### config.mk
export PLATFORM = sky130hd
export DESIGN_NAME = io_expander_change_irq_config
export DESIGN_NICKNAME = d
export VERILOG_FILES = /design/src/common/expander_pkg.sv /design/src/port_irq_unit.sv /design/src/io_expander_change_irq_config.sv
export SDC_FILE = /design/constraint.sdc
export NUM_CORES = 1
export LEC_CHECK = 0
export BUFFER_PORTS_ARGS = -buffer_cell sky130_fd_sc_hd__buf_4
export CELL_PAD_IN_SITES_DETAIL_PLACEMENT = 2
export CELL_PAD_IN_SITES_GLOBAL_PLACEMENT = 2
export CORE_AREA = 2 2 177 179
export DETAILED_ROUTE_END_ITERATION = 8
export DIE_AREA = 0 0 179 181
export MAX_ROUTING_LAYER = met4
export PLACE_DENSITY_LB_ADDON = 0.1
export SKIP_LAST_GASP = 1
export SLEW_MARGIN = 20
export SYNTH_ARGS = -nofsm -noshare
export SYNTH_HDL_FRONTEND = slang
export SYNTH_HIERARCHICAL = 1
export SYNTH_SLANG_ARGS = --single-unit
export TNS_END_PERCENT = 20
### constraint.sdc
create_clock -name ref_clk_i -period 4.56 [get_ports ref_clk_i]
set_input_delay 0.456 -clock ref_clk_i [delete_from_list [all_inputs] [get_ports ref_clk_i]]
set_output_delay 0.456 -clock ref_clk_i [all_outputs]
set_load 0.01 [all_outputs]
### src/common/expander_pkg.sv
// Shared constants, register map and address decoding for the I/O expander.
`default_nettype none

package expander_pkg;

    // ------------------------------------------------------------------
    // Widths and reset values
    // ------------------------------------------------------------------
    localparam int PORT_W = 8;
    localparam int ADDR_W = 8;
    localparam logic [PORT_W-1:0] DIR_RST = 8'hFF;
    localparam logic [PORT_W-1:0] ZERO_RST = 8'h00;

    // ------------------------------------------------------------------
    // Register index within one port's group
    // ------------------------------------------------------------------
    localparam logic [3:0] IDX_DIR = 4'h0;
    localparam logic [3:0] IDX_POL = 4'h1;
    localparam logic [3:0] IDX_IRQ_EN = 4'h2;
    localparam logic [3:0] IDX_DEFAULT_COMPARE_VALUE = 4'h3;
    localparam logic [3:0] IDX_CSEL = 4'h4;
    localparam logic [3:0] IDX_CFG = 4'h5;
    localparam logic [3:0] IDX_PULLUP = 4'h6;
    localparam logic [3:0] IDX_FLAGS = 4'h7;
    localparam logic [3:0] IDX_CAPTURE = 4'h8;
    localparam logic [3:0] IDX_PORT = 4'h9;
    localparam logic [3:0] IDX_LATCH = 4'hA;

    // Split map: address bits 7:5 must equal this; paired map ends here.
    localparam logic [2:0] SPLIT_HIGH_ZERO = 3'h0;
    localparam logic [ADDR_W-1:0] PAIRED_LAST = 8'h15;

    // ------------------------------------------------------------------
    // Configuration register fields
    // ------------------------------------------------------------------
    localparam int CFG_BANK = 7;
    localparam int CFG_MIRROR = 6;
    localparam int CFG_HOLD = 5;
    localparam int CFG_OD = 2;
    localparam int CFG_POL = 1;
    localparam int CFG_CLRSEL = 0;
    localparam logic [PORT_W-1:0] CFG_WMASK = 8'hE7;

    typedef struct packed {
        logic hit;
        logic port_b;
        logic [3:0] idx;
    } decode_t;

    // Maps a byte address to port and register index for either layout.
    function automatic decode_t decode_addr(input logic [ADDR_W-1:0] a,
                                            input logic split);
        decode_t r;
        r = '{hit: 1'b0, port_b: 1'b0, idx: IDX_DIR};
        if (split)
        begin
            r.hit = (a[7:5] == SPLIT_HIGH_ZERO) && (a[3:0] <= IDX_LATCH);
            r.port_b = a[4];
            r.idx = a[3:0];
        end
        else
        begin
            r.hit = (a <= PAIRED_LAST);
            r.port_b = a[0];
            r.idx = a[4:1];
        end
        return r;
    endfunction

endpackage

`default_nettype wire

### src/port_irq_unit.sv
// Change detection, flags, capture and pending interrupt for one port.
`default_nettype none

module port_irq_unit #(
    parameter int WIDTH = 8
) (
    // Clock and reset
    input wire logic ref_clk_i,
    input wire logic rst_i,
    // Synchronised pin levels and configuration
    input wire logic [WIDTH-1:0] pins_i,
    input wire logic [WIDTH-1:0] dir_in_i,
    input wire logic [WIDTH-1:0] irq_en_i,
    input wire logic [WIDTH-1:0] default_compare_value_i,
    input wire logic [WIDTH-1:0] csel_i,
    // Clearing read of this port
    input wire logic clear_i,
    // State
    output logic [WIDTH-1:0] flags_o,
    output logic [WIDTH-1:0] capture_o,
    output logic pending_o
);

    if (WIDTH < 1)
    begin : g_bad_width
        $error("port_irq_unit: WIDTH must be at least 1");
    end

    logic [WIDTH-1:0] ref_q, ref_d;
    logic [WIDTH-1:0] flags_q, flags_d;
    logic [WIDTH-1:0] cap_q, cap_d;
    logic pend_q, pend_d;
    logic [WIDTH-1:0] mismatch;

    always_comb
    begin
        // Only enabled input pins take part; outputs never do.
        mismatch = irq_en_i & dir_in_i
                 & ((csel_i & (pins_i ^ default_compare_value_i))
                 | (~csel_i & (pins_i ^ ref_q)));
        // The reference follows the pins until an interrupt freezes it.
        ref_d = pend_q ? ref_q : pins_i;
        flags_d = flags_q;
        cap_d = cap_q;
        pend_d = pend_q;
        if (!pend_q && (mismatch != '0))
        begin
            pend_d = 1'b1;
            flags_d = mismatch;
            cap_d = pins_i;
        end
        else if (pend_q && clear_i && (mismatch == '0))
        begin
            // A live condition keeps the interrupt, so the set wins here.
            pend_d = 1'b0;
            flags_d = '0;
        end
    end

    always_ff @(posedge ref_clk_i or posedge rst_i)
    begin
        if (rst_i)
        begin
            ref_q <= '0;
            flags_q <= '0;
            cap_q <= '0;
            pend_q <= 1'b0;
        end
        else
        begin
            ref_q <= ref_d;
            flags_q <= flags_d;
            cap_q <= cap_d;
            pend_q <= pend_d;
        end
    end

    assign flags_o = flags_q;
    assign capture_o = cap_q;
    assign pending_o = pend_q;

    // ------------------------------------------------------------------
    // Checks
    // ------------------------------------------------------------------
    property p_set_on_mismatch;
        @(posedge ref_clk_i) disable iff (rst_i)
        (!pend_q && mismatch != '0) |=>
            (pend_q && flags_q == $past(mismatch) && cap_q == $past(pins_i));
    endproperty
    a_set_on_mismatch: assert property (p_set_on_mismatch)
        else $error("interrupt not raised with flags and capture");

    property p_clear_blocked;
        @(posedge ref_clk_i) disable iff (rst_i)
        (pend_q && clear_i && mismatch != '0) |=> pend_q;
    endproperty
    a_clear_blocked: assert property (p_clear_blocked)
        else $error("interrupt cleared while condition active");

    property p_capture_held;
        @(posedge ref_clk_i) disable iff (rst_i)
        (pend_q && !clear_i) |=> (pend_q && $stable(cap_q));
    endproperty
    a_capture_held: assert property (p_capture_held)
        else $error("capture changed while interrupt pending");

endmodule

`default_nettype wire

### src/io_expander_change_irq_config.sv
// Register file, address pointer and interrupt outputs of the I/O expander.
//
// Contract
// - Default-compare pin differing from its compare bit raises an interrupt.
// - Source bit 1 compares with default value, 0 with previous value.
// - Paired map: A then B per register, spanning 00h-15h.
// - Map change acts on the next byte; pointer keeps its value.
// - Merge bit 1 drives both lines from either port; else per port.
// - Hold bit 1 freezes the pointer; 0 increments after each byte.
// - Open-drain bit 1 makes lines open-drain, ignoring polarity.
// - Driven lines: polarity 1 active-high, 0 active-low.
// - Clear select 1: capture read clears; 0: port read clears.
// - A clearing read works only once the condition is gone.
// - Configuration bits 4 and 3 always read zero.
// - Pull-up bit 1 enables the pin's pull-up, input or output.
// - Flag bit reads 1 for the enabled pin that caused the interrupt.
// - Flag register is read-only and ignores writes.
// - Capture loads pin levels only when an interrupt occurs.
// - Capture holds until the interrupt is cleared by a clearing read.
// - Port read returns pin levels XOR polarity bits; port write updates the latch.
// - Enable bit 1 lets its pin take part in change detection.
// - Only enabled input pins can interrupt; outputs never do.
`default_nettype none

module io_expander_change_irq_config
    import expander_pkg::*;
(
    // Clock and reset
    input wire logic ref_clk_i,
    input wire logic rst_i,
    // Byte access from the serial engine
    input wire logic addr_load_i,
    input wire logic [expander_pkg::ADDR_W-1:0] addr_i,
    input wire logic wr_strobe_i,
    input wire logic [expander_pkg::PORT_W-1:0] wr_data_i,
    input wire logic rd_strobe_i,
    output logic [expander_pkg::PORT_W-1:0] rd_data_o,
    // Port pins
    input wire logic [expander_pkg::PORT_W-1:0] pins_a_i,
    input wire logic [expander_pkg::PORT_W-1:0] pins_b_i,
    output logic [expander_pkg::PORT_W-1:0] latch_a_o,
    output logic [expander_pkg::PORT_W-1:0] latch_b_o,
    output logic [expander_pkg::PORT_W-1:0] dir_in_a_o,
    output logic [expander_pkg::PORT_W-1:0] dir_in_b_o,
    output logic [expander_pkg::PORT_W-1:0] pullup_a_o,
    output logic [expander_pkg::PORT_W-1:0] pullup_b_o,
    // Interrupt pads
    output logic irq_line_a_o,
    output logic irq_line_a_oe_o,
    output logic irq_line_b_o,
    output logic irq_line_b_oe_o
);

    import expander_pkg::*;

    typedef logic [PORT_W-1:0] byte_t;

    // ------------------------------------------------------------------
    // Pin synchronisers
    // ------------------------------------------------------------------
    byte_t meta_q [2];
    byte_t pins_s_q [2];

    always_ff @(posedge ref_clk_i or posedge rst_i)
    begin
        if (rst_i)
        begin
            meta_q[0] <= ZERO_RST;
            meta_q[1] <= ZERO_RST;
            pins_s_q[0] <= ZERO_RST;
            pins_s_q[1] <= ZERO_RST;
        end
        else
        begin
            meta_q[0] <= pins_a_i;
            meta_q[1] <= pins_b_i;
            pins_s_q[0] <= meta_q[0];
            pins_s_q[1] <= meta_q[1];
        end
    end

    // ------------------------------------------------------------------
    // Register state
    // ------------------------------------------------------------------
    byte_t dir_q [2], dir_d [2];
    byte_t pol_q [2], pol_d [2];
    byte_t en_q [2], en_d [2];
    byte_t defv_q [2], defv_d [2];
    byte_t csel_q [2], csel_d [2];
    byte_t pu_q [2], pu_d [2];
    byte_t latch_q [2], latch_d [2];
    byte_t cfg_q, cfg_d;
    byte_t rd_q, rd_d;
    logic [ADDR_W-1:0] ptr_q, ptr_d;
    logic [1:0] clear;
    byte_t flags [2];
    byte_t capture [2];
    logic [1:0] pending;
    decode_t dec;
    logic port;
    logic byte_done;

    always_comb
    begin
        dir_d = dir_q;
        pol_d = pol_q;
        en_d = en_q;
        defv_d = defv_q;
        csel_d = csel_q;
        pu_d = pu_q;
        latch_d = latch_q;
        cfg_d = cfg_q;
        rd_d = rd_q;
        ptr_d = ptr_q;
        clear = 2'b00;
        // Decode always uses the map bit as it stands now, so a map change
        // applies from the byte after the one that wrote it.
        dec = decode_addr(ptr_q, cfg_q[CFG_BANK]);
        port = dec.port_b;
        // A pointer load in the same cycle as a strobe wins; the strobe is lost.
        byte_done = !addr_load_i && (wr_strobe_i || rd_strobe_i);
        if (addr_load_i)
        begin
            ptr_d = addr_i;
        end
        else if (byte_done && !cfg_q[CFG_HOLD])
        begin
            ptr_d = ptr_q + 8'h01;
        end
        if (byte_done && wr_strobe_i && dec.hit)
        begin
            unique case (dec.idx)
                IDX_DIR: dir_d[port] = wr_data_i;
                IDX_POL: pol_d[port] = wr_data_i;
                IDX_IRQ_EN: en_d[port] = wr_data_i;
                IDX_DEFAULT_COMPARE_VALUE: defv_d[port] = wr_data_i;
                IDX_CSEL: csel_d[port] = wr_data_i;
                IDX_CFG: cfg_d = wr_data_i & CFG_WMASK;
                IDX_PULLUP: pu_d[port] = wr_data_i;
                IDX_PORT: latch_d[port] = wr_data_i;
                IDX_LATCH: latch_d[port] = wr_data_i;
                // Flags and capture are read-only.
                default: ;
            endcase
        end
        else if (byte_done && rd_strobe_i)
        begin
            rd_d = ZERO_RST;
            if (dec.hit)
            begin
                unique case (dec.idx)
                    IDX_DIR: rd_d = dir_q[port];
                    IDX_POL: rd_d = pol_q[port];
                    IDX_IRQ_EN: rd_d = en_q[port];
                    IDX_DEFAULT_COMPARE_VALUE: rd_d = defv_q[port];
                    IDX_CSEL: rd_d = csel_q[port];
                    IDX_CFG: rd_d = cfg_q;
                    IDX_PULLUP: rd_d = pu_q[port];
                    IDX_FLAGS: rd_d = flags[port];
                    IDX_CAPTURE: rd_d = capture[port];
                    IDX_PORT: rd_d = pins_s_q[port] ^ pol_q[port];
                    IDX_LATCH: rd_d = latch_q[port];
                    default: rd_d = ZERO_RST;
                endcase
                // Only the selected register's read counts as clearing.
                if ((dec.idx == IDX_CAPTURE && cfg_q[CFG_CLRSEL])
                    || (dec.idx == IDX_PORT && !cfg_q[CFG_CLRSEL]))
                begin
                    clear[port] = 1'b1;
                end
            end
        end
    end

    always_ff @(posedge ref_clk_i or posedge rst_i)
    begin
        if (rst_i)
        begin
            for (int p = 0; p < 2; p++)
            begin
                dir_q[p] <= DIR_RST;
                pol_q[p] <= ZERO_RST;
                en_q[p] <= ZERO_RST;
                defv_q[p] <= ZERO_RST;
                csel_q[p] <= ZERO_RST;
                pu_q[p] <= ZERO_RST;
                latch_q[p] <= ZERO_RST;
            end
            cfg_q <= ZERO_RST;
            rd_q <= ZERO_RST;
            ptr_q <= '0;
        end
        else
        begin
            dir_q <= dir_d;
            pol_q <= pol_d;
            en_q <= en_d;
            defv_q <= defv_d;
            csel_q <= csel_d;
            pu_q <= pu_d;
            latch_q <= latch_d;
            cfg_q <= cfg_d;
            rd_q <= rd_d;
            ptr_q <= ptr_d;
        end
    end

    // ------------------------------------------------------------------
    // Per-port change detection
    // ------------------------------------------------------------------
    for (genvar g = 0; g < 2; g++)
    begin : g_port
        port_irq_unit #(
            .WIDTH(PORT_W)
        ) u_irq (
            .ref_clk_i(ref_clk_i),
            .rst_i(rst_i),
            .pins_i(pins_s_q[g]),
            .dir_in_i(dir_q[g]),
            .irq_en_i(en_q[g]),
            .default_compare_value_i(defv_q[g]),
            .csel_i(csel_q[g]),
            .clear_i(clear[g]),
            .flags_o(flags[g]),
            .capture_o(capture[g]),
            .pending_o(pending[g])
        );
    end

    // ------------------------------------------------------------------
    // Interrupt pads
    // ------------------------------------------------------------------
    logic act_a, act_b;

    always_comb
    begin
        // Merging only routes the lines; each port still clears on its own.
        act_a = cfg_q[CFG_MIRROR] ? |pending : pending[0];
        act_b = cfg_q[CFG_MIRROR] ? |pending : pending[1];
        if (cfg_q[CFG_OD])
        begin
            // Open-drain pulls low when active and floats otherwise.
            irq_line_a_o = 1'b0;
            irq_line_a_oe_o = act_a;
            irq_line_b_o = 1'b0;
            irq_line_b_oe_o = act_b;
        end
        else
        begin
            irq_line_a_o = ~(act_a ^ cfg_q[CFG_POL]);
            irq_line_a_oe_o = 1'b1;
            irq_line_b_o = ~(act_b ^ cfg_q[CFG_POL]);
            irq_line_b_oe_o = 1'b1;
        end
    end

    assign rd_data_o = rd_q;
    assign latch_a_o = latch_q[0];
    assign latch_b_o = latch_q[1];
    assign dir_in_a_o = dir_q[0];
    assign dir_in_b_o = dir_q[1];
    assign pullup_a_o = pu_q[0];
    assign pullup_b_o = pu_q[1];

    // ------------------------------------------------------------------
    // Checks
    // ------------------------------------------------------------------
    property p_ptr_hold;
        @(posedge ref_clk_i) disable iff (rst_i)
        (byte_done && cfg_q[CFG_HOLD]) |=> $stable(ptr_q);
    endproperty
    a_ptr_hold: assert property (p_ptr_hold)
        else $error("pointer moved while hold bit set");

    property p_ptr_inc;
        @(posedge ref_clk_i) disable iff (rst_i)
        (byte_done && !cfg_q[CFG_HOLD]) |=> (ptr_q == $past(ptr_q) + 8'h01);
    endproperty
    a_ptr_inc: assert property (p_ptr_inc)
        else $error("pointer did not increment after byte");

    property p_cfg_unimpl;
        @(posedge ref_clk_i) disable iff (rst_i)
        cfg_q[4:3] == 2'b00;
    endproperty
    a_cfg_unimpl: assert property (p_cfg_unimpl)
        else $error("unimplemented configuration bits set");

    property p_mirror;
        @(posedge ref_clk_i) disable iff (rst_i)
        (cfg_q[CFG_MIRROR] && !cfg_q[CFG_OD]) |->
            (irq_line_a_o == irq_line_b_o
             && ((irq_line_a_o == cfg_q[CFG_POL]) == (pending != 2'b00)));
    endproperty
    a_mirror: assert property (p_mirror)
        else $error("merged interrupt lines disagree");

    property p_od;
        @(posedge ref_clk_i) disable iff (rst_i)
        cfg_q[CFG_OD] |-> (!irq_line_a_o && irq_line_a_oe_o == act_a);
    endproperty
    a_od: assert property (p_od)
        else $error("open-drain line driven wrongly");

    property p_pol;
        @(posedge ref_clk_i) disable iff (rst_i)
        (!cfg_q[CFG_OD] && act_b) |-> (irq_line_b_o == cfg_q[CFG_POL]);
    endproperty
    a_pol: assert property (p_pol)
        else $error("driven line has wrong active level");

    property p_flags_write;
        @(posedge ref_clk_i) disable iff (rst_i)
        (byte_done && wr_strobe_i && dec.hit && dec.idx == IDX_FLAGS
            && !dec.port_b && pending[0]) |=> $stable(flags[0]);
    endproperty
    a_flags_write: assert property (p_flags_write)
        else $error("flag register altered by a write");

endmodule

`default_nettype wire

; Word-level counts from Yosys, hierarchy flattened
; Cells that the tools add are included.
[op_classes]
bitwise = 23
eq_ne = 10
magnitude_cmp = 6
n_reduce_logical = 43
n_addsub = 1
mux = 64
[ops]
columns = cell, count
row1 = 8-bit 2-to-1 mux, 38
row2 = 16-bit bitwise mux, 7
row3 = 8-bit case mux with 11 select lines, 1
row4 = 8-bit bitwise AND, 8
row5 = 8-bit XOR, 5
row6 = 2-bit AND reduction, 9
row7 = "4-bit by 3-bit equality test with 1-bit output, second input constant", 4
row8 = 1-bit logical AND, 16
row9 = 8-bit logical NOT, 2
row10 = 8-bit NOT, 2
row11 = 8-bit bitwise OR, 2
row12 = 8-bit nonzero test, 2
row13 = "4-bit equality test, second input constant", 3
row14 = 1-bit 2-to-1 mux, 11
row15 = "8-bit by 1-bit adder with 8-bit output, second input constant", 1
row16 = 8-bit demux with 1-bit select, 1
row17 = "4-bit by 2-bit equality test with 1-bit output, second input constant", 2
row18 = "8-bit by 5-bit <= comparator with 1-bit output, second input constant", 1
row19 = 2-bit 2-to-1 mux, 4
row20 = 6-bit 2-to-1 mux, 1
row21 = 2-bit nonzero test, 3
row22 = 1-bit logical NOT, 5
row23 = "4-bit by 1-bit equality test with 1-bit output, second input constant", 1
row24 = "4-bit <= comparator, second input constant", 1
row25 = 12 further kinds, 17
[word_totals]
output_inout_bits = 60
ff_bits = 216
elab_cells = 176

; Longest topological paths before layout
; Gate-level depths: netlist (run 1).
[logic_depth]
word_depth = 15
mapped_depth = 13
mapped_depth_nobuf = 10

; Modules after synthesis
; Netlist (run 1), hierarchy kept.
[modules_own_cells]
columns = module, cells_each, n_inst, seq_area_each_um2, area_each_um2
row1 = io_expander_change_irq_config, 720, 1, 4174.0, 8094.0
row2 = port_irq_unit, 118, 2, 625.6, 1360.1

; Worst setup path after synthesis (run 1)
; Ideal clock, no wire load.
[synth_path]
path_type = flip-flop to flip-flop
start = reg ptr_q[0]
end = reg g_port[0].u_irq.flags_q[0]
setup_ps = 131
period_less_slack_ps = 2535
t_arrival_ps = 2405
path_slack_ps = 2025
path_stages_with_launch = 14
cell_sequence = dfrtp_1 buf_4 inv_4 ha_1 nand2b_1 a21oi_1 o22ai_2 a21o_1 clkbuf_1 or2_1 nor2_1 and3_1 buf_2 o211ai_1
[synth_between]
elab_chain_cells = 12
[synth_rtl]
columns = element, line
row1 = start: declaration, io_expander_change_irq_config.sv:94  ; logic [ADDR_W-1:0] ptr_q, ptr_d;
row2 = start signal: assignment, io_expander_change_irq_config.sv:204  ; ptr_q <= ptr_d;
row3 = 6-bit 2-to-1 mux (*), expander_pkg.sv:55  ; if (split)
row4 = 1-bit by 2-bit less-than comparator with 1-bit output (implied by the code) or 1-bit >= comparator (tied branches), io_expander_change_irq_config.sv:169  ; clear[port] = 1'b1;
row5 = 1-bit logical AND (implied by the code), io_expander_change_irq_config.sv:169
row6 = 1-bit 2-to-1 mux (implied by the code), io_expander_change_irq_config.sv:169
row7 = 1-bit demux with 1-bit select, io_expander_change_irq_config.sv:169
row8 = 2-bit 2-to-1 mux, io_expander_change_irq_config.sv:166  ; if ((dec.idx == IDX_CAPTURE && cfg_q[CFG_CLRSEL])
row9 = 2-bit 2-to-1 mux, io_expander_change_irq_config.sv:149  ; if (dec.hit)
row10 = 2-bit 2-to-1 mux, io_expander_change_irq_config.sv:146  ; else if (byte_done && rd_strobe_i)
row11 = 2-bit 2-to-1 mux (*), io_expander_change_irq_config.sv:130  ; if (byte_done && wr_strobe_i && dec.hit)
row12 = net clear[0], io_expander_change_irq_config.sv:95  ; logic [1:0] clear;
row13 = 1-bit logical AND (*) (2 in series), port_irq_unit.sv:52  ; else if (pend_q && clear_i && (mismatch == '0))
row14 = 2-bit nonzero test (no source line) (*), --
row15 = end signal: assignment, port_irq_unit.sv:72  ; flags_q <= flags_d;
row16 = end: declaration, port_irq_unit.sv:30  ; logic [WIDTH-1:0] flags_q, flags_d;
; The timed path passes the listed nets; every way through them passes the cells marked *.
; A chain may end at the register's enable or synchronous reset.

; Final worst setup path (run 1)
[layout_path]
start = reg cfg_q[7]
end = reg csel_q[14] (netlist bit)
[layout_between]
elab_chain_cells = 7
[layout_rtl]
columns = element, line
row1 = start: declaration, io_expander_change_irq_config.sv:92  ; byte_t cfg_q, cfg_d;
row2 = start signal: assignment, io_expander_change_irq_config.sv:202  ; cfg_q <= cfg_d;
row3 = 6-bit 2-to-1 mux (*), expander_pkg.sv:55
row4 = 1-bit NOT with 2-bit output (implied by the code), io_expander_change_irq_config.sv:137  ; IDX_CSEL: csel_d[port] = wr_data_i;
row5 = 2-bit >= comparator (implied by the code) or 2-bit by 1-bit less-than comparator with 1-bit output (tied branches), io_expander_change_irq_config.sv:137
row6 = 1-bit logical AND (implied by the code), io_expander_change_irq_config.sv:137
row7 = 8-bit 2-to-1 mux (implied by the code), io_expander_change_irq_config.sv:137
row8 = 8-bit demux with 1-bit select, io_expander_change_irq_config.sv:137
row9 = 16-bit bitwise mux, io_expander_change_irq_config.sv:137
row10 = end signal: assignment, io_expander_change_irq_config.sv:199  ; csel_q <= csel_d;
row11 = end: declaration, io_expander_change_irq_config.sv:89  ; byte_t csel_q [2], csel_d [2];
; Every way passes the cells marked *; elsewhere a longest branch is shown, timed or not.

==> results of run 1 <==
-- cells in the final DEF (no fill, tap or decap), types with 17 or more instances in the layout --
master	n
a21oi_1	65
buf_4	110
clkbuf_16	27
dfrtp_1	200
mux2_1	24
mux2_2	118
mux2i_1	45
nand2_1	152
nand2b_1	18
nand3_1	21
nand3b_1	17
nor2_1	17
-- what timing repair did --
action,4_1_cts,5_1_grt
endpoints found under the hold margin,10,0
endpoints found under the setup margin,0,0
hold buffers,10,0
-- cells by family after synthesis --
family / after synthesis / share of synthesized area, %
xor gates and xnor gates: 25 / 2.025
adders and majority gates: 4 / 0.4628
DFF: 216 / 50.17
AOI/OAI and AO/OA: 145 / 9.071
buffers and inverters: 62 / 2.765
muxes: 197 / 20.33
and+or+nand+nor: 307 / 15.18
-- worst max-delay path, delay by kind of cell (launching register included) --
| family | cells | cell delay [ns] |
|---|---|---|
| and+or+nand+nor | 3 | 1.27 |
| DFF | 1 | 1.00 |
| AOI/OAI and AO/OA | 1 | 0.53 |
| muxes | 1 | 0.42 |
-- sequential cells by signal, indices dropped and copies added, names as in the netlist, 16 cells and up --
name                    count
csel_q                     16
defv_q                     16
en_q                       16
g_port.u_irq/capture_o     16
g_port.u_irq/flags_o       16
g_port.u_irq/ref_q         16
meta_q                     16
pins_s_q                   16
pol_q                      16
-- how the worst max path moves through the flow --
stage / startpoint / to / cells after the start
after global routing: cfg_q[7] / rd_data_o[3] / 7
after floorplan: rst_i / cfg_q[0] / 1
after global placement: cfg_q[7] / csel_q[0] / 4
after detailed placement: cfg_q[7] / csel_q[6] / 4
after CTS: cfg_q[7] / csel_q[6] / 4
final: cfg_q[7] / csel_q[14] / 5
-- power by group through the flow --
stage | registers (mW) | clock network, mW | logic (mW)
after floorplan | 2.42 | 0 | 0.696
after global placement | 2.52 | 0 | 0.981
after detailed placement | 2.54 | 0 | 1.01
after CTS | 2.51 | 2.36 | 1.02
after global routing | 2.55 | 2.43 | 1.11
final | 2.50 | 2.31 | 1.00
-- area by class of cell --
| cell class | count | area (um^2) | share of cell area, % |
|---|---|---|---|
| Sequential cell | 216 | 5425 | 41.86 |
| Multi-Input combinational cell | 678 | 5107 | 39.41 |
| Timing Repair Buffer | 121 | 945.9 | 7.298 |
| Clock buffer | 41 | 798.3 | 6.159 |
| Tap cell | 396 | 495.5 | 3.823 |
| Clock inverter | 9 | 160.2 | 1.236 |
| Inverter | 6 | 28.78 | 0.2220 |
-- routing by layer --
metal  GRT usage, %  wire length [um]  up-vias
met4          7.350              1228        0
li1               -                 -     3609
met1          32.42             16570     4256
met5              -                 0        -
met3          3.977              1617       60
met2          41.28             19060      166
-- through the flow --
step | util, % | worst slack, ns | std cells | instance area (um^2) | hold WS (ns)
5_1_grt | 42.71 | 0.9553 | 1467 | 12960 | 0.009609
3_3_place_gp | 39.19 | 1.306 | 1407 | 11890 | 0.3322
6_report | 42.71 | 1.196 | 1467 | 12960 | 0.02137
4_1_cts | 42.68 | 1.217 | 1467 | 12950 | 0.002152
2_1_floorplan | - | 2.004 | 956 | 10820 | 0.3312
3_5_place_dp | 39.19 | 1.259 | 1407 | 11890 | 0.3356
==> metrics.md, run 1 <==
| Metric | Value |
|---|---|
| Final WL | `slightly below 40000 um` |
| Post-synthesis register bit count | `between 200 and 250` |
| FF-to-FF Start | `cfg_q[7]` |
| Primary FF master, synth | `dfrtp_1` |
| Max cap viols | `0` |
| Leakage Power | `about 5.7 nW` |
| HP Start | `pins_a_i[5]` |
| Switch Pwr | `1.700 mW` |
| Top-count cell post-synth | `dfrtp_1` |
| Boundary Pins | `97` |
| Clk buf depth | `3` |
| Worst reg2reg path depth | `5` |
| Fillers | `around 3100` |
| Drt pass-1 iters | `4` |
| Synth async-reset ratio | `100.0%` |
| Gr ovfl total | `0` |
| Gate Count Post-Synth | `956` |
| Crit path max fanout | `28` |
| CTS clk-pin slew, worst paths | `0.06 ns` |
| Critical Path Sink Type | `flop` |
| Peak supply drop | `about 0.00029 V` |
| Cell variety after synth | `68` |
| Fmax | `between 200 and 300 MHz` |
| Placer Congestion | `0.8187` |
| Top cells by area, synth | `dfrtp_1 (46%), mux2_2 (12%), nand2_1 (5.3%)` |
| Root Buffer | `clkbuf_16` |
| Initial Util | `between 30% and 40%` |
| Total GRT Usage | `approximately a quarter` |
| Slew margin rel. | `32.24%` |
| Clk sinks | `~220` |
| Worst path max stage delay | `1.00 ns` |
| Synth Warn # | `6` |
| Largest area contributor in the netlist | `dfrtp_1` |
| Final Hold Vio Count | `0` |
| Int Pwr | `slightly above 4 mW` |
| Vias per cell | `5.515` |
| Post-synth top area share | `between 40 and 50%` |
| Post-route ant nets | `0` |
| Slew of the pin with the lowest slew margin | `between 1 and 1.5 ns` |
| Post-synth top cells | `dfrtp_1 (200), nand2_1 (152), mux2_2 (118), a21oi_1 (65), mux2i_1 (45)` |
| Core Region | `30350 um^2` |
| H-tree depth | `1` |
| Pins over their slew limit | `0` |
| DP HPWL | `about 26000 um` |
| Mean post-synth cell area | `between 10 and 15 um^2` |
| Slowest stage cell, crit path | `dfrtp_1` |
| Layout Nets | `1091` |
| Setup_tns | `0 ns` |
| WHS Path Cells | `1` |
| Worst-Skew Late Latency | `roughly 0.55 ns` |
| N_diodes | `0` |
| RSZ-0062 raised after global routing | `false` |
| Die Area | `~32000 um^2` |
| WP data required | `~5 ns` |
| R2r endpoint | `csel_q[14]` |
| Wirelength per Cell | `26.22 um` |
| Net count after synthesis | `around 1000` |
| Tcrit/Tclk final | `73.78%` |
| Number of DRC markers in iteration 0 | `364` |
| Worst EP arrival | `3.78 ns` |
| Startpoint class of the critical path | `flop` |
| TritonCTS Buffers | `27` |
| DRC errors left | `0` |
| First-pass GRT wire length | `roughly 59000 um` |
| Synthesized cell area | `10810 um^2` |
| # setup viols final | `0` |
| Power Total | `just under 6 mW` |
| Reg2Reg Setup Slack | `roughly 1.2 ns` |
| Site Rows | `between 60 and 70` |
| CTS tree | `built` |
| CP Cell Sequence | `nor2b_1 -> o22ai_2 -> nand3_4 -> nor2_2 -> mux2_2` |
| Register area share after synthesis | `between 50 and 60%` |
| Post-cts resize count | `0` |
| Clock Skews | `around 0.012 ns` |
| Final worst path period need | `about 3.4 ns` |
| Sw frac | `between 20% and 30%` |
| Status | `finished, final reports clean` |
| Area growth from synthesis to layout | `19.85%` |
| PwrDens | `448.6 nW/um^2` |
| HP Class | `primary input to flop` |
| Seq pwr share | `43.1%` |
| Chip height | `181 um` |
| Post-CTS Setup Bufs | `0` |
| Post-synth EDFFs | `0` |
| PortBufs | `96` |
| Clock Power Share | `between 30% and 40%` |
| Comb pwr share | `17.3%` |
| DIE WIDTH | `between 150 and 200 um` |
| Vias in the first global route | `a little under 9000` |
| Worst Hold Path EP | `meta_q[13]` |
| Largest net degree at the start of global routing | `a little under 90` |
| Critical path class | `flop to flop` |
| Initial antenna violation count | `0` |
| Layout cells sized above 1 | `~31%` |
| DR vias | `8091` |
Power figures use the tool's default switching activity.
==> run 2: changes to the inputs <==
==> constraint.sdc (replaced) <==
create_clock -name ref_clk_i -period 3 [get_ports ref_clk_i]
set_input_delay 0.3 -clock ref_clk_i [delete_from_list [all_inputs] [get_ports ref_clk_i]]
set_output_delay 0.3 -clock ref_clk_i [all_outputs]
set_load 0.01 [all_outputs]
==> metrics.md, run 2 (same netlist as run 1, synthesis figures left out) <==
| Metric | Value |
|---|---|
| PortBufs | `96 (unchanged)` |
| Fmax | `362.3 MHz (was 297.2 MHz)` |
| Post-route ant nets | `0 (unchanged)` |
| Worst-Skew Late Latency | `0.54 ns (was 0.55 ns)` |
| Peak supply drop | `0.0005579 V (was 0.0002862 V)` |
| Die Area | `32400 um^2 (unchanged)` |
| Met2 usage | `43.32% (was 41.28%)` |
| TritonCTS Buffers | `28 (was 27)` |
| DRC errors left | `0 (unchanged)` |
| Clk sinks | `216 (unchanged)` |
| Pre-CTS setup slack | `0.2778 ns (was 1.259 ns)` |
| Placer Congestion | `0.8166 (was 0.8187)` |
| DR vias | `8361 (was 8091)` |
| Area growth from synthesis to layout | `24.38% (was 19.85%)` |
| CTS tree | `built (unchanged)` |
| Largest net degree at the start of global routing | `123 (was 89)` |
| Clock Skews | `0.01459 ns (was 0.01246 ns)` |
| Status | `finished, final reports clean (unchanged)` |
| Worst path bufs/invs | `1 (was 0)` |
| Post-route cell area | `13450 um^2 (was 12960 um^2)` |
| Worst reg2reg path depth | `8 (was 5)` |
| Max cap viols | `0 (unchanged)` |
| Startpoint class of the critical path | `flop (unchanged)` |
| Fin worst setup slack | `0.2401 ns (was 1.196 ns)` |
| Final Hold Vio Count | `0 (unchanged)` |
| Tcrit/Tclk final | `92.00% (was 73.78%)` |
| N_diodes | `0 (unchanged)` |
| GRT Max-Usage Layer | `met2 (unchanged)` |
| Root Buffer | `clkbuf_16 (unchanged)` |
| Layout Nets | `1146 (was 1091)` |
| Worst Setup SP | `cfg_q[7] (unchanged)` |
| Fillers | `3129 (was 3133)` |
| WP data required | `3.40 ns (was 4.98 ns)` |
| H-tree depth | `1 (unchanged)` |
| R2r endpoint | `g_port[0].u_irq/flags_o[2] (was csel_q[14])` |
| Most frequent cells in the layout | `dfrtp_1 (199), nand2_1 (152), buf_4 (145), mux2_2 (118), a21oi_1 (65) (was dfrtp_1 (200), nand2_1 (152), mux2_2 (118), buf_4 (110), a21oi_1 (65))` |
| Worst EP arrival | `3.16 ns (was 3.78 ns)` |
| DIE WIDTH | `179 um (unchanged)` |
| # setup viols final | `0 (unchanged)` |
| CTS clk-pin slew, worst paths | `0.06 ns (about the same)` |
| Multi-input gate area | `5099 um^2 (was 5107 um^2)` |
| Final WL | `40060 um (was 38470 um)` |
| PwrDens | `656.2 nW/um^2 (was 448.6 nW/um^2)` |
| First-pass GRT wire length | `60450 um (was 58950 um)` |
| Pins over their slew limit | `0 (unchanged)` |
| Slew margin rel. | `36.51% (was 32.24%)` |
| Final worst path period need | `2.760 ns (was 3.364 ns)` |
| Boundary Pins | `97 (unchanged)` |
| FF-to-FF Start | `cfg_q[7] (unchanged)` |
| Worst path depth | `8 (was 5)` |
| Gr ovfl total | `0 (unchanged)` |
| Crit-path leading delay family | `simple AND/OR/NAND/NOR gates (unchanged)` |
| Total GRT Usage | `26.15% (was 25.31%)` |
| Crit path capture | `g_port[0].u_irq/flags_o[2] (was csel_q[14])` |
| DP HPWL | `27610 um (was 25530 um)` |
| Reg2Reg Setup Slack | `0.24 ns (was 1.20 ns)` |
| Site Rows | `64 (unchanged)` |
| Chip height | `181 um (unchanged)` |
| Wirelength per Cell | `26.30 um (was 26.22 um)` |
| Grt met3 use | `3.178% (was 3.977%)` |
| Slowest stage cell, crit path | `dfrtp_1 (unchanged)` |
| Register area | `5426 um^2 (was 5425 um^2)` |
| Setup_tns | `0 ns (unchanged)` |
| Worst path max stage delay | `0.42 ns (was 1.00 ns)` |
| Drt pass-1 iters | `4 (unchanged)` |
| Most common cell after layout, fill and taps aside | `dfrtp_1 (unchanged)` |
| Critical Path Sink Type | `flop (unchanged)` |
| Met1 global-route usage | `34.09% (was 32.42%)` |
| Core Region | `30350 um^2 (unchanged)` |
| Placed instance area | `12280 um^2 (was 11890 um^2)` |
| HP Class | `primary input to flop (unchanged)` |
| Crit path max fanout | `26 (was 28)` |
| CP Cell Sequence | `buf_12 -> nor2b_1 -> o22ai_2 -> a21o_1 -> or2_1 -> nor2_1 -> and3_1 -> o211ai_1 (was nor2b_1 -> o22ai_2 -> nand3_4 -> nor2_2 -> mux2_2)` |
| Initial Util | `35.63% (unchanged)` |
| RSZ-0062 raised after global routing | `false (unchanged)` |
| Vias in the first global route | `9143 (was 8788)` |
| Initial antenna violation count | `0 (unchanged)` |
| Clk buf depth | `3 (unchanged)` |
| Critical path class | `flop to flop (unchanged)` |
| Leakage Power | `5.943 nW (was 5.678 nW)` |
| Layout cells sized above 1 | `33.54% (was 31.19%)` |
| Number of DRC markers in iteration 0 | `415 (was 364)` |
| Slew of the pin with the lowest slew margin | `0.9523 ns (was 1.016 ns)` |
| Vias per cell | `5.490 (was 5.515)` |
-- run 2: cell count changes in the layout (fill, tap and decap cells not counted), sizes merged --
| cell | delta |
|---|---|
| buf | +41 |
| bufinv | -2 |
| clkbuf | +1 |
| clkinv | +3 |
| dlygate4sd3 | +13 |
-- run 2: how the worst min path moves through the flow --
stage | to | startpoint | slack [ns] | depth (start not counted)
finish | ptr_q[1] | addr_i[1] | 0.02 | 3
global route | ptr_q[1] | addr_i[1] | 0.04 | 3
CTS | ptr_q[0] | addr_i[0] | 0.007 | 3
detailed placement | pins_s_q[1] | meta_q[1] | 0.34 | 0
global placement | pins_s_q[2] | meta_q[2] | 0.33 | 0
floorplan | g_port[0].u_irq/capture_o[0] | rst_i | 0.33 | 1
-- run 2: stage by stage --
stage / hold slack (ns) / std cells / total power, mW / util, %
after floorplan: 0.3273 / 956 / 4.744 / -
after global placement: 0.3329 / 1448 / 5.395 / 40.45
after detailed placement: 0.3370 / 1448 / 5.465 / 40.45
after CTS: 0.007234 / 1523 / 8.943 / 44.31
after global routing: 0.04059 / 1523 / 9.262 / 44.32
final: 0.01829 / 1523 / 8.827 / 44.32
-- run 2: worst register-to-register path, delay by kind of cell (launching register included) --
family | cells | cell delay, ns
AND/OR/NAND/NOR | 4 | 1.30
AO/OA/AOI/OAI | 3 | 0.71
buffers and inverters | 1 | 0.18
flip-flops | 1 | 0.42
-- run 2: power by group --
group	total, mW	leakage [nW]	switching, mW	internal, mW
combinational	1.65	2.69	0.859	0.789
clock	3.40	0.469	1.31	2.09
sequential	3.78	2.79	0.424	3.36
total	8.83	5.94	2.59	6.23
-- run 2: final cells by class --
class	instances	share of cell area [%]
Timing Repair Buffer	175	10.85
Clock buffer	42	6.205
Tap cell	396	3.684
Clock inverter	10	0.8000
Sequential cell	216	40.34
Multi-Input combinational cell	678	37.91
Inverter	6	0.2140
-- run 2: repair_timing --
item,4_1_cts,5_1_grt
setup buffers,0,0
endpoints found under the setup margin,0,3
endpoints found under the hold margin,72,0
resized for setup,0,1
hold buffers,23,0
-- run 2: metal layers --
| layer | vias up | part of all wire, % | routed length [um] |
|---|---|---|---|
| met5 | - | 0 | 0 |
| li1 | 3732 | - | - |
| met4 | 0 | 2.4 | 978 |
| met2 | 144 | 50 | 20070 |
| met3 | 50 | 3.5 | 1383 |
| met1 | 4435 | 44 | 17630 |
==> run 3: changes to the inputs <==
--- a/config.mk
+++ b/config.mk
@@ -13,6 +13,7 @@
 export DIE_AREA = 0 0 179 181
 export MAX_ROUTING_LAYER = met4
 export PLACE_DENSITY_LB_ADDON = 0.1
+export SETUP_SLACK_MARGIN = 0.4
 export SKIP_LAST_GASP = 1
 export SLEW_MARGIN = 20
 export SYNTH_ARGS = -nofsm -noshare
==> metrics.md, run 3 (same netlist as run 1, synthesis figures left out) <==
| Metric | Value |
|---|---|
| Status | `finished, final reports clean (unchanged)` |
| Initial Util | `35.63% (unchanged)` |
| Final core area utilization | `44.51% (was 44.32%)` |
| Vias per cell | `5.508 (was 5.490)` |
| Reg2Reg Setup Slack | `0.42 ns (was 0.24 ns)` |
| Number of DRC markers in iteration 0 | `395 (was 415)` |
| Final WL | `40090 um (was 40060 um)` |
| WHS Path Cells | `3 (unchanged)` |
| Largest net degree at the start of global routing | `123 (unchanged)` |
| Met1 global-route usage | `34.05% (was 34.09%)` |
| Final worst path period need | `2.577 ns (was 2.760 ns)` |
| GRT Max-Usage Layer | `met2 (unchanged)` |
| Leakage Power | `5.940 nW (was 5.943 nW)` |
| RSZ-0062 raised after global routing | `true (was false)` |
| Placed instance area | `12280 um^2 (unchanged)` |
| DR vias | `8388 (was 8361)` |
| DP HPWL | `27610 um (unchanged)` |
| Core Region | `30350 um^2 (unchanged)` |
| HP Class | `primary input to flop (unchanged)` |
| Boundary Pins | `97 (unchanged)` |
| Crit path max fanout | `21 (was 26)` |
| Layout cells sized above 1 | `34.25% (was 33.54%)` |
| PortBufs | `96 (unchanged)` |
| CTS tree | `built (unchanged)` |
| Area growth from synthesis to layout | `24.92% (was 24.38%)` |
| Grt met3 use | `3.178% (unchanged)` |
| Slew margin rel. | `32.78% (was 36.51%)` |
| Clock Skews | `0.01601 ns (was 0.01459 ns)` |
| Fmax | `388.0 MHz (was 362.3 MHz)` |
| Tcrit/Tclk final | `85.91% (was 92.00%)` |
| PwrDens | `654.7 nW/um^2 (was 656.2 nW/um^2)` |
| Most common cell after layout, fill and taps aside | `dfrtp_1 (unchanged)` |
| Post-route cell area | `13510 um^2 (was 13450 um^2)` |
| Worst path bufs/invs | `1 (unchanged)` |
| Max cap viols | `0 (unchanged)` |
| TritonCTS Buffers | `28 (unchanged)` |
| Clk sinks | `216 (unchanged)` |
| H-tree depth | `1 (unchanged)` |
| Slew of the pin with the lowest slew margin | `1.008 ns (was 0.9523 ns)` |
| CTS clk-pin slew, worst paths | `0.06 ns (about the same)` |
| N_diodes | `0 (unchanged)` |
| Gr ovfl total | `0 (unchanged)` |
| Worst path max stage delay | `0.58 ns (was 0.42 ns)` |
| WP data required | `3.42 ns (was 3.40 ns)` |
| Initial antenna violation count | `0 (unchanged)` |
| Clk buf depth | `3 (unchanged)` |
| Pins over their slew limit | `0 (unchanged)` |
| Wirelength per Cell | `26.32 um (was 26.30 um)` |
| Met2 usage | `43.46% (was 43.32%)` |
| Placer Congestion | `0.8166 (unchanged)` |
| Total GRT Usage | `26.18% (was 26.15%)` |
| Setup_tns | `0 ns (unchanged)` |
| Layout Nets | `1146 (unchanged)` |
| Critical path class | `flop to flop (unchanged)` |
| First-pass GRT wire length | `60520 um (was 60450 um)` |
| Die Area | `32400 um^2 (unchanged)` |
| Worst-Skew Late Latency | `0.54 ns (about the same)` |
| Worst path depth | `5 (was 8)` |
| DRC errors left | `0 (unchanged)` |
| Power Total | `8.845 mW (was 8.827 mW)` |
| Peak supply drop | `0.0005579 V (about the same)` |
| Post-CTS Setup Bufs | `0 (unchanged)` |
| Crit-path leading delay family | `simple AND/OR/NAND/NOR gates (unchanged)` |
| Worst reg2reg path depth | `5 (was 8)` |
| Slowest stage cell, crit path | `a32o_1 (was dfrtp_1)` |
| Final Hold Vio Count | `0 (unchanged)` |
| Chip height | `181 um (unchanged)` |
| Root Buffer | `clkbuf_16 (unchanged)` |
| Site Rows | `64 (unchanged)` |
| Post-route ant nets | `0 (unchanged)` |
| # setup viols final | `0 (unchanged)` |
| Most frequent cells in the layout | `dfrtp_1 (198), nand2_1 (152), buf_4 (145), mux2_2 (118), a21oi_1 (64) (was dfrtp_1 (199), nand2_1 (152), buf_4 (145), mux2_2 (118), a21oi_1 (65))` |
| Startpoint class of the critical path | `flop (unchanged)` |
| Critical Path Sink Type | `flop (unchanged)` |
| Vias in the first global route | `9161 (was 9143)` |
| CP Cell Sequence | `nor3b_2 -> a32o_1 -> and3_1 -> buf_12 -> mux2_2 (was buf_12 -> nor2b_1 -> o22ai_2 -> a21o_1 -> or2_1 -> nor2_1 -> and3_1 -> o211ai_1)` |
| Drt pass-1 iters | `4 (unchanged)` |
| Worst EP arrival | `3.00 ns (was 3.16 ns)` |
| DIE WIDTH | `179 um (unchanged)` |
[run 3: cell counts in the layout (fill, tap and decap cells not counted)]
No cell type changed its count.
[run 3: layout make-up]
class	instances	area, um^2
clock buffers	42	834.6
clock inverters	10	107.6
fillers	3125	16840
inverters	6	28.78
multi-input cells	678	5156
flip-flops and latches	216	5428
well taps	396	495.5
repair buffers	175	1459
[run 3: metal layers]
layer / vias to the layer above / routed length [um]
li1: 3730 / -
met1: 4453 / 17610
met2: 155 / 20040
met3: 50 / 1466
met4: 0 / 973
met5: - / 0
[run 3: per-stage QoR]
| step | setup slack, ns | std cells | hold WS [ns] |
|---|---|---|---|
| after floorplan | 0.4647 | 956 | 0.3273 |
| after global placement | 0.3555 | 1448 | 0.3329 |
| after detailed placement | 0.2778 | 1448 | 0.3370 |
| after CTS | 0.3572 | 1523 | 0.007234 |
| after global routing | 0.3409 | 1523 | 0.04059 |
| final | 0.4227 | 1523 | 0.01846 |
[run 3: worst paths after layout]
kind / from / endpoint
max: ptr_q[3] / cfg_q[2]
min: addr_i[1] / ptr_q[1]
max reg2reg: ptr_q[3] / cfg_q[2]
min reg2reg: meta_q[4] / pins_s_q[4]
max in group asynchronous: rst_i / pullup_b_o[1]
min in group asynchronous: rst_i / g_port[0].u_irq/capture_o[1]
[run 3: worst min-delay path, stage by stage]
cell,delay [ns]
buf_4,0.08
nand2_1,0.04
o21ai_0,0.09
[run 3: what timing repair did]
action,CTS,global route
hold endpoints to repair,72,0
endpoints found under the setup margin,64,81
pin swaps,0,0
resized for setup,7,11
hold buffers,23,0
[run 3: report_power, final]
part	switching [mW]	internal, mW
Clock	1.31	2.09
Combinational	0.867	0.795
Sequential	0.426	3.36
